===== config.mk =====
export PLATFORM = sky130hd
export DESIGN_NAME = slc_lcd_ctrl
export DESIGN_NICKNAME = d
export VERILOG_FILES = /design/src/slc_pkg.sv /design/src/slc_lcd_ctrl.sv /design/src/slc_prescaler.sv
export SDC_FILE = /design/constraint.sdc
export NUM_CORES = 1
export LEC_CHECK = 0
export BUFFER_PORTS_ARGS = -buffer_cell sky130_fd_sc_hd__buf_2
export CAP_MARGIN = 25
export CORE_MARGIN = 5
export CORE_UTILIZATION = 55
export CTS_CLUSTER_SIZE = 40
export DETAILED_ROUTE_END_ITERATION = 6
export GPL_TIMING_DRIVEN = 0
export PLACE_DENSITY = 0.85
export SLEW_MARGIN = 20
export SYNTH_ARGS = -nofsm -noshare
export SYNTH_HDL_FRONTEND = slang
export SYNTH_SLANG_ARGS = --single-unit

===== constraint.sdc =====
create_clock -name core_clk -period 4.6 [get_ports core_clk]
set_input_delay 0 -clock core_clk [delete_from_list [all_inputs] [get_ports core_clk]]
set_output_delay 0 -clock core_clk [all_outputs]
set_load 0.1 [all_outputs]

===== src/slc_pkg.sv =====
/*
  shared constants and types of the segment lcd control block: register
  indices, field layouts, lookup tables and state codes.
  assumes a 32-bit avalon-mm slave with byte addresses of four times the index.
*/
`default_nettype none
package slc_pkg;

  localparam int unsigned ADDR_W = 10;
  localparam int unsigned NSEG   = 25;
  localparam int unsigned NCOM   = 4;
  localparam int unsigned PS_W   = 12;

  // register indices; each register sits in its own aligned word
  localparam logic [7:0] IDX_CTRL_A     = 8'hE4;
  localparam logic [7:0] IDX_CTRL_B     = 8'hE5;
  localparam logic [7:0] IDX_FRAME_RATE = 8'hE6;
  localparam logic [ADDR_W-1:0] ADR_CTRL_A     = {IDX_CTRL_A, 2'b00};
  localparam logic [ADDR_W-1:0] ADR_CTRL_B     = {IDX_CTRL_B, 2'b00};
  localparam logic [ADDR_W-1:0] ADR_FRAME_RATE = {IDX_FRAME_RATE, 2'b00};

  localparam logic [7:0] RST_CTRL_A     = 8'h00;
  localparam logic [7:0] RST_CTRL_B     = 8'h00;
  localparam logic [7:0] RST_FRAME_RATE = 8'h00;
  // reserved bits cleared on every read
  localparam logic [7:0] MASK_CTRL_A     = 8'hDF;
  localparam logic [7:0] MASK_CTRL_B     = 8'hF7;
  localparam logic [7:0] MASK_FRAME_RATE = 8'h77;

  typedef struct packed {
    logic controller_enable;
    logic low_power_waveform_sel;
    logic rsv;
    logic frame_flag;
    logic frame_irq_enable;
    logic buffer_disable;
    logic internal_supply_disable;
    logic blanking;
  } slc_ctrl_a_t;

  typedef struct packed {
    logic       clock_source_sel;
    logic       half_bias_sel;
    logic [1:0] duty_sel;
    logic       rsv;
    logic [2:0] segment_port_mask;
  } slc_ctrl_b_t;

  typedef struct packed {
    logic       rsv_hi;
    logic [2:0] prescaler_tap_sel;
    logic       rsv_lo;
    logic [2:0] clock_divide_sel;
  } slc_frame_rate_t;

  typedef enum logic [1:0] {
    DUTY_STATIC  = 2'b00,
    DUTY_HALF    = 2'b01,
    DUTY_THIRD   = 2'b10,
    DUTY_QUARTER = 2'b11
  } slc_duty_t;

  typedef enum logic [1:0] {
    BIAS_STATIC = 2'b00,
    BIAS_HALF   = 2'b01,
    BIAS_THIRD  = 2'b10
  } slc_bias_t;

  typedef enum logic {
    ST_IDLE = 1'b0,
    ST_RUN  = 1'b1
  } slc_state_t;

  // last phase of a frame of 8 or 6 prescaled periods
  localparam logic [2:0] LAST_K8 = 3'h7;
  localparam logic [2:0] LAST_K6 = 3'h5;
  // phase to common index shift per duty
  localparam logic [1:0] SHIFT_STATIC = 2'h3;
  localparam logic [1:0] SHIFT_HALF   = 2'h2;
  localparam logic [1:0] SHIFT_MULTI  = 2'h1;

  // highest segment driven per port mask code
  localparam logic [4:0] SEG_LAST [0:7] = '{5'h0C, 5'h0E, 5'h10, 5'h12, 5'h14, 5'h16, 5'h17, 5'h18};
  // prescaler tap width, log2 of 16 .. 4096
  localparam logic [3:0] TAP_W [0:7] = '{4'h4, 4'h6, 4'h7, 4'h8, 4'h9, 4'hA, 4'hB, 4'hC};

  typedef struct packed {
    logic [NSEG-1:0] seg_en;
    logic [NCOM-1:0] com_en;
    logic [NCOM-1:0] com_sel;
    logic            blank;
    logic            lp_wave;
    slc_bias_t       bias;
    logic            buf_off;
    logic            supply_off;
  } slc_panel_t;

endpackage : slc_pkg
`default_nettype wire


===== src/slc_lcd_ctrl.sv =====
/*
  segment lcd control and status registers with frame sequencer.
  assumes an avalon-mm master, an lcd clock input sampled in core_clk,
  and analog drivers that act on the panel control word.
*/
// Functional notes
// - enable starts driving; clearing enable stops everything at once
// - while disabled, common and segment pins return to port function
// - waveform bit picks default or low-power form, applied at next frame
// - frame flag sets together with each data latch at frame start
// - interrupt request needs flag, frame interrupt enable and global enable
// - flag clears on vector taken or writing one; zero leaves it
// - low-power waveform sets flag only every second frame
// - reserved bits of control and frame-rate registers read zero
// - buffer-disable bit switches off and bypasses level buffers
// - supply-disable bit switches off internal supply; external drive expected
// - blanking finishes current frame, or current low-power frame pair, then grounds all pins
// - clock select: system clock at zero, asynchronous source at one
// - multiplexed duty: bias bit gives one-third at zero, half at one
// - duty field selects static, 1/2, 1/3, 1/4 with 1-4 commons
// - static duty always static bias; others use bias bit
// - port mask enables 13 up to 25 segment pins
// - prescaler tap divides lcd clock by 16 up to 4096
// - prescaler output passes extra divider giving prescaled panel clock
// - clock divide field divides by code plus one
// - frame is 8 prescaled periods, or 6 for 1/3 duty, times divider
// - blanking and waveform copies captured just before each frame, only every second one under low-power waveform
`timescale 1ns/1ps
`default_nettype none
module slc_lcd_ctrl (
  input  wire logic                      core_clk,
  input  wire logic                      rst,
  input  wire logic [slc_pkg::ADDR_W-1:0] avs_address,
  input  wire logic                      avs_read,
  input  wire logic                      avs_write,
  input  wire logic [31:0]               avs_writedata,
  input  wire logic [3:0]                avs_byteenable,
  output var  logic [31:0]               avs_readdata,
  output var  logic                      avs_waitrequest,
  input  wire logic                      async_clk_in,
  input  wire logic                      global_irq_enable,
  input  wire logic                      irq_ack,
  output var  logic                      frame_irq,
  output var  logic                      data_latch,
  output var  slc_pkg::slc_panel_t       panel
);
  import slc_pkg::*;

  ////////////////////////////////////////////////////////////////////////////
  // registers

  slc_ctrl_a_t     ctrl_a_reg,  ctrl_a_next;
  slc_ctrl_b_t     ctrl_b_reg,  ctrl_b_next;
  slc_frame_rate_t fr_reg,      fr_next;
  logic [31:0]     rdata_reg,   rdata_next;
  logic            wait_reg,    wait_next;
  slc_state_t      st_reg,      st_next;
  logic [2:0]      phase_reg,   phase_next;
  logic            parity_reg,  parity_next;
  logic            blank_wc_reg, blank_wc_next;
  logic            lp_wc_reg,   lp_wc_next;
  logic            irq_reg,     irq_next;
  logic            latch_reg,   latch_next;
  slc_panel_t      panel_reg,   panel_next;
  logic            async_s1_reg, async_s2_reg, async_s3_reg;

  logic            req;
  logic            wr_ok;
  logic            flag_clr;
  logic            boundary;
  logic            latch;
  logic            run_next;
  logic            lcd_tick;
  logic            ps_tick;
  logic [2:0]      last_phase;
  logic [1:0]      shift;
  logic [2:0]      com_idx;
  logic [NSEG-1:0] seg_en_next;
  logic [NCOM-1:0] com_en_next;
  slc_ctrl_a_t     wr_a;

  ////////////////////////////////////////////////////////////////////////////
  // lcd clock source

  // first stage feeds only the second; edge found on later stages
  always_ff @(posedge core_clk) begin
    if (rst) begin
      async_s1_reg <= 1'b0;
      async_s2_reg <= 1'b0;
      async_s3_reg <= 1'b0;
    end else begin
      async_s1_reg <= async_clk_in;
      async_s2_reg <= async_s1_reg;
      async_s3_reg <= async_s2_reg;
    end
  end

  // async source must be slower than half of core_clk
  assign lcd_tick = ctrl_b_reg.clock_source_sel ? (async_s2_reg && !async_s3_reg) : 1'b1;

  slc_prescaler u_prescaler (
    .core_clk (core_clk),
    .rst      (rst),
    .run      (ctrl_a_reg.controller_enable),
    .lcd_tick (lcd_tick),
    .tap_sel  (fr_reg.prescaler_tap_sel),
    .div_sel  (fr_reg.clock_divide_sel),
    .ps_tick  (ps_tick)
  );

  ////////////////////////////////////////////////////////////////////////////
  // pin ownership, one entry per pin

  genvar gi;
  generate
    for (gi = 0; gi < NSEG; gi++) begin : g_seg
      assign seg_en_next[gi] = run_next && (5'(gi) <= SEG_LAST[ctrl_b_reg.segment_port_mask]);
    end
    for (gi = 0; gi < NCOM; gi++) begin : g_com
      assign com_en_next[gi] = run_next && (2'(gi) <= ctrl_b_reg.duty_sel);
    end
  endgenerate

  ////////////////////////////////////////////////////////////////////////////
  // bus, registers and frame sequencer

  always_comb begin
    req           = avs_read || avs_write;
    wr_ok         = avs_write && !wait_reg && avs_byteenable[0];
    wr_a          = slc_ctrl_a_t'(avs_writedata[7:0]);
    wait_next     = !(req && wait_reg);
    rdata_next    = rdata_reg;
    ctrl_a_next   = ctrl_a_reg;
    ctrl_b_next   = ctrl_b_reg;
    fr_next       = fr_reg;
    st_next       = st_reg;
    phase_next    = phase_reg;
    parity_next   = parity_reg;
    blank_wc_next = blank_wc_reg;
    lp_wc_next    = lp_wc_reg;
    boundary      = 1'b0;
    run_next      = 1'b0;

    // one wait cycle per access; unmapped reads return zero
    if (avs_read && wait_reg) begin
      case (avs_address)
        ADR_CTRL_A:     rdata_next = {24'h000000, ctrl_a_reg & MASK_CTRL_A};
        ADR_CTRL_B:     rdata_next = {24'h000000, ctrl_b_reg & MASK_CTRL_B};
        ADR_FRAME_RATE: rdata_next = {24'h000000, fr_reg & MASK_FRAME_RATE};
        default:        rdata_next = 32'h00000000;
      endcase
    end

    flag_clr = irq_ack || (wr_ok && avs_address == ADR_CTRL_A && wr_a.frame_flag);
    if (wr_ok && avs_address == ADR_CTRL_A) begin
      ctrl_a_next            = wr_a & MASK_CTRL_A;
      ctrl_a_next.frame_flag = ctrl_a_reg.frame_flag;
    end
    if (wr_ok && avs_address == ADR_CTRL_B) begin
      ctrl_b_next = slc_ctrl_b_t'(avs_writedata[7:0] & MASK_CTRL_B);
    end
    if (wr_ok && avs_address == ADR_FRAME_RATE) begin
      fr_next = slc_frame_rate_t'(avs_writedata[7:0] & MASK_FRAME_RATE);
    end

    last_phase = (ctrl_b_reg.duty_sel == DUTY_THIRD) ? LAST_K6 : LAST_K8;
    case (st_reg)
      ST_IDLE: begin
        phase_next  = 3'h0;
        parity_next = 1'b0;
        if (ctrl_a_reg.controller_enable) begin
          st_next  = ST_RUN;
          boundary = 1'b1;
        end
      end
      ST_RUN: begin
        if (!ctrl_a_reg.controller_enable) begin
          st_next    = ST_IDLE;
          phase_next = 3'h0;
        end else if (ps_tick) begin
          if (phase_reg >= last_phase) begin
            phase_next = 3'h0;
            boundary   = 1'b1;
          end else begin
            phase_next = phase_reg + 3'h1;
          end
        end
      end
      default: begin
        st_next    = ST_IDLE;
        phase_next = 3'h0;
      end
    endcase

    // low-power waveform needs two equal frames, so latch every other one
    latch = boundary && (!ctrl_a_reg.low_power_waveform_sel || !parity_reg);
    if (boundary) begin
      parity_next = ctrl_a_reg.low_power_waveform_sel ? !parity_reg : 1'b0;
    end
    if (latch) begin
      blank_wc_next = ctrl_a_reg.blanking;
      lp_wc_next    = ctrl_a_reg.low_power_waveform_sel;
    end

    // hardware set wins over any clear in the same cycle
    if (latch) begin
      ctrl_a_next.frame_flag = 1'b1;
    end else if (flag_clr) begin
      ctrl_a_next.frame_flag = 1'b0;
    end
    latch_next = latch;
    irq_next   = ctrl_a_next.frame_flag && ctrl_a_reg.frame_irq_enable && global_irq_enable;

    run_next = (st_next == ST_RUN);
    case (ctrl_b_reg.duty_sel)
      DUTY_STATIC: shift = SHIFT_STATIC;
      DUTY_HALF:   shift = SHIFT_HALF;
      default:     shift = SHIFT_MULTI;
    endcase
    com_idx = phase_next >> shift;

    panel_next         = '0;
    panel_next.seg_en  = seg_en_next;
    panel_next.com_en  = com_en_next;
    panel_next.com_sel = run_next ? (4'h1 << com_idx[1:0]) : 4'h0;
    panel_next.blank   = run_next && blank_wc_next;
    panel_next.lp_wave = lp_wc_next;
    if (ctrl_b_reg.duty_sel == DUTY_STATIC) begin
      panel_next.bias = BIAS_STATIC;
    end else begin
      panel_next.bias = ctrl_b_reg.half_bias_sel ? BIAS_HALF : BIAS_THIRD;
    end
    panel_next.buf_off    = ctrl_a_reg.buffer_disable;
    // software orders this bit ahead of enable to avoid supply fight
    panel_next.supply_off = ctrl_a_reg.internal_supply_disable;
  end

  always_ff @(posedge core_clk) begin
    if (rst) begin
      ctrl_a_reg   <= slc_ctrl_a_t'(RST_CTRL_A);
      ctrl_b_reg   <= slc_ctrl_b_t'(RST_CTRL_B);
      fr_reg       <= slc_frame_rate_t'(RST_FRAME_RATE);
      rdata_reg    <= 32'h00000000;
      wait_reg     <= 1'b1;
      st_reg       <= ST_IDLE;
      phase_reg    <= 3'h0;
      parity_reg   <= 1'b0;
      blank_wc_reg <= 1'b0;
      lp_wc_reg    <= 1'b0;
      irq_reg      <= 1'b0;
      latch_reg    <= 1'b0;
      panel_reg    <= '0;
    end else begin
      ctrl_a_reg   <= ctrl_a_next;
      ctrl_b_reg   <= ctrl_b_next;
      fr_reg       <= fr_next;
      rdata_reg    <= rdata_next;
      wait_reg     <= wait_next;
      st_reg       <= st_next;
      phase_reg    <= phase_next;
      parity_reg   <= parity_next;
      blank_wc_reg <= blank_wc_next;
      lp_wc_reg    <= lp_wc_next;
      irq_reg      <= irq_next;
      latch_reg    <= latch_next;
      panel_reg    <= panel_next;
    end
  end

  assign avs_readdata    = rdata_reg;
  assign avs_waitrequest = wait_reg;
  assign frame_irq       = irq_reg;
  assign data_latch      = latch_reg;
  assign panel           = panel_reg;
endmodule : slc_lcd_ctrl
`default_nettype wire


===== src/slc_prescaler.sv =====
/*
  prescaler tap and clock divider that make the prescaled panel clock tick.
  assumes lcd_tick is a one-cycle pulse per lcd clock period.
*/
`timescale 1ns/1ps
`default_nettype none
module slc_prescaler (
  input  wire logic       core_clk,
  input  wire logic       rst,
  input  wire logic       run,
  input  wire logic       lcd_tick,
  input  wire logic [2:0] tap_sel,
  input  wire logic [2:0] div_sel,
  output var  logic       ps_tick
);
  import slc_pkg::*;

  logic [PS_W-1:0] cnt_reg,  cnt_next;
  logic [2:0]      div_reg,  div_next;
  logic            tick_reg, tick_next;
  logic [PS_W-1:0] mask;
  logic            tap;

  always_comb begin
    mask      = PS_W'((13'h0001 << TAP_W[tap_sel]) - 13'h0001);
    tap       = lcd_tick && ((cnt_reg & mask) == mask);
    cnt_next  = cnt_reg;
    div_next  = div_reg;
    tick_next = 1'b0;
    if (!run) begin
      cnt_next = '0;
      div_next = '0;
    end else begin
      if (lcd_tick) begin
        cnt_next = cnt_reg + 12'h001;
      end
      if (tap) begin
        if (div_reg >= div_sel) begin
          div_next  = '0;
          tick_next = 1'b1;
        end else begin
          div_next = div_reg + 3'h1;
        end
      end
    end
  end

  always_ff @(posedge core_clk) begin
    if (rst) begin
      cnt_reg  <= '0;
      div_reg  <= '0;
      tick_reg <= 1'b0;
    end else begin
      cnt_reg  <= cnt_next;
      div_reg  <= div_next;
      tick_reg <= tick_next;
    end
  end

  assign ps_tick = tick_reg;
endmodule : slc_prescaler
`default_nettype wire


==> results by group <==
Run status
  – Outcome: completed

Placement
  – Port bufs: 75
  – RePlAce Congestion: 0.939
  – Final HPWL DP: 7.08 mm
  – Placement Cell Area: 4750 µm²

STA
  – Final Hold Vio Count: 0
  – Relative slew slack: 33.0%
  – FMAX: 0.306 GHz
  – Clk_skew: 10.0 ps
  – Final Setup Violations: 0
  – Min cycle time layout: 3260 ps
  – RSZ-0062 raised after global routing: false
  – Worst slew pin tran: 996 ps
  – Slew Limit Fails: 0
  – Setup TNS: 0 ps
  – Final period util: 70.9%

Die
  – Die Span Y: 97.0 µm
  – Core box area: 7330 µm²
  – Die area: 9420 µm²
  – Rows: 31
  – Die width: 97.0 µm
  – Io pins: 127
  – Initial Utilization: 56.8%

Pwr
  – Pwr Density: 300 nW/µm²
  – Sw Ratio: 26.2%
  – Psw: 399 µW
  – Internal: 1.13 mW
  – VDD IR max: 220 µV
  – Logic pwr share: 10.0%
  – Seq pwr share: 52.9%
  – Clock power frac: 37.1%
  – Leakage power: 2.33 nW

Hold path
  – WHS Path Cells: 3
  – Hold Path Sink: panel[4]$_SDFFE_PP0P_
  – Hold_sp: rst
  – Min-Delay Path Class: primary input to flip-flop

Worst setup path
  – Worst Setup Start Kind: flip-flop
  – Arrival time worst endpoint: 3540 ps
  – Critical path's top delay family: simple AND/OR/NAND/NOR gates
  – Critical path, cell by cell: inv_1, ha_1, buf_2, nand3_1, ha_1, nor2_1, a2111oi_4, nor4b_4, nand4b_2, or4_1, a21oi_1
  – Critical Path Sink Type: flip-flop
  – Critical Path Slowest Stage Cell: or4_1
  – Worst Path Required: 4880 ps
  – WS Path Type: flip-flop to flip-flop
  – Cell count along the critical path: 11
  – Max stage delay on crit path: 540 ps
  – Critical path origin: fr_reg[4]$_SDFFE_PP0P_
  – Reg2reg setup slack: 1340 ps
  – Crit path top cell by count: ha_1
  – Buf/Inv on CP: 2
  – RR Endpoint: u_prescaler.div_reg[0]$_SDFFE_PP0P_
  – Reg2Reg Depth: 11
  – CP Max Fanout: 10
  – Worst r2r src: fr_reg[4]$_SDFFE_PP0P_

Run
  – Max-Cap Viols: 0

Final layout
  – Nets: 643
  – Footprint of the multi-input gates: 1990 µm²
  – # diodes: 0
  – Cell area after layout: 5090 µm²
  – Most frequent cells in the layout: dfxtp_1 (93), buf_2 (80), nor2_1 (67)
  – Commonest non-fill, non-tap cell in the layout: dfxtp_1
  – Fraction of layout cells with a size suffix above 1: 24.7%
  – Register area: 1860 µm²
  – Synthesis-to-finish area growth: 22.1%
  – Fill cell count: 574
  – Largest register FFs: 38

Detailed routing
  – Post-DRT Antenna Nets: 0
  – Post-Route WL: 9.67 mm
  – Overall via count from detail_route: 3474
  – Drt first pass iters: 4
  – WL per Instance: 14.2 µm
  – Detailed Route Iter0 Violations: 236
  – DR vias/cell: 5.12
  – Drt drc: 0

Clock tree
  – Post-CTS resize count: 0
  – CTS max path bufs: 2
  – Clock-pin slew on the worst setup and hold paths: 90 ps
  – Clock Latency Late Sink: 350 ps
  – Post-CTS Setup Bufs: 0
  – Quantity of hold-fixing buffers added after cts: 12
  – CTS H-tree depth: 3
  – CTS tree: built
  – CTS buffer count: 9
  – CTS Root Buffer Type: clkbuf_8
  – Clock sinks: 93

Global route
  – Vias in the first global route: 3374
  – Grt total ovfl: 0
  – Largest net degree at the start of global routing: 17
  – First-pass GRT wire length: 16.0 mm
  – Initial antenna violation count: 0
  – GRT Total Usage: 20.3%

Synthesis
  – Syn_area_per_cell: 9.18 µm²
  – EDFF count, synth: 0
  – Sequential share of the synthesized area: 44.7%
  – Async SR Flop Fraction: 0%
  – Synth cell types: 58
  – Top_reg_cell synth: dfxtp_1
  – Synth warnings: 0
  – Synthesis-stage register bit count: 93
  – Post-Syn Area: 4170 µm²
  – Mapped Cells: 454
## kinds of logic (layout without fill, tap and decap cells)
family	Yosys count	after routing	share of synthesized area, %
DFF	93	93	44.7
xor gates and xnor gates	15	15	3.15
AOI/OAI and AO/OA	62	62	9.70
and+or+nand+nor	168	168	21.8
muxes	27	27	6.52
other	1	24	0.0900
buffers and inverters	73	176	9.52
adders and majority gates	15	15	4.50
## power groups by stage
stage	Clock, mW	Combinational, mW	Sequential, mW
6_report	0.566	0.152	0.807
4_1_cts	0.575	0.149	0.807
2_1_floorplan	0	0.116	0.831
3_5_place_dp	0	0.141	0.826
5_1_grt	0.618	0.157	0.808
3_3_place_gp	0	0.140	0.826
## layer usage
metal  vias to the layer above  GRT usage (%)  wire, µm
met5                         -              0         0
met4                         0           9.94       381
met3                        35           5.54       649
met2                       133           33.8      4680
met1                      1582           24.2      3960
li1                       1724              -         -
## layout make-up
| class | instances | share of cell area (%) |
|---|---|---|
| inverter | 29 | 2.14 |
| multi-input combinational | 311 | 39.2 |
| timing repair buffer | 87 | 9.74 |
| sequential | 93 | 36.6 |
| buffer | 44 | 5.66 |
| clock inverter | 5 | 1.25 |
| clock buffer | 11 | 2.98 |
| tap | 99 | 2.43 |
## Yosys cell counts, types with 2 or more instances
cell      number  area share [%]
and4bb_2       2            0.60
dfxtp_1       93              45
a21oi_1       23             2.8
nand3_1        8            0.96
nand2_1       27             2.4
a31oi_1        7             1.1
buf_6          2            0.54
a311oi_1       2            0.42
nor2b_1       10             1.5
inv_1         28             2.5
nor4_1         5            0.75
mux2i_1       26             6.2
ha_1          15             4.5
a21o_1         2            0.36
nor2_1        67             6.0
o21a_1         2            0.36
o211ai_1       2            0.36
a22oi_1        5            0.90
nand2b_1       6            0.90
and3b_2        2            0.48
and3_1         6            0.90
o31ai_1        3            0.54
xnor2_1        7             1.5
or4_1          3            0.54
buf_4         27             4.9
clkbuf_1       9            0.81
nor3b_1        4            0.72
or2_2          2            0.30
buf_2          5            0.60
xor2_1         8             1.7
and2_1         4            0.60
o21ai_0       10             1.2
nor3_1         7            0.84
## through the flow
step | setup WS (ps) | instances | power, mW | hold WS, ps | utilization, %
after CTS | 1330 | 679 | 1.53 | 5.82 | 69.4
after detailed placement | 1370 | 651 | 0.967 | 221 | 64.8
final | 1340 | 679 | 1.53 | 7.23 | 69.4
after global routing | 1120 | 679 | 1.58 | 8.06 | 69.4
after floorplan | 1790 | 477 | 0.947 | 116 | -
after global placement | 1490 | 651 | 0.966 | 214 | 64.8
## worst max-delay path by stage
stage / end
3_3_place_gp: u_prescaler.div_reg[0]$_SDFFE_PP0P_
3_5_place_dp: u_prescaler.div_reg[0]$_SDFFE_PP0P_
5_1_grt: u_prescaler.div_reg[0]$_SDFFE_PP0P_
2_1_floorplan: u_prescaler.div_reg[0]$_SDFFE_PP0P_
6_report: u_prescaler.div_reg[0]$_SDFFE_PP0P_
4_1_cts: u_prescaler.div_reg[0]$_SDFFE_PP0P_
## worst min-delay path: cells and delay by family
kind            cells  cell delay [ps]
buf+inv             2              190
compound gates      1              130
Power figures use the tool's default switching activity.
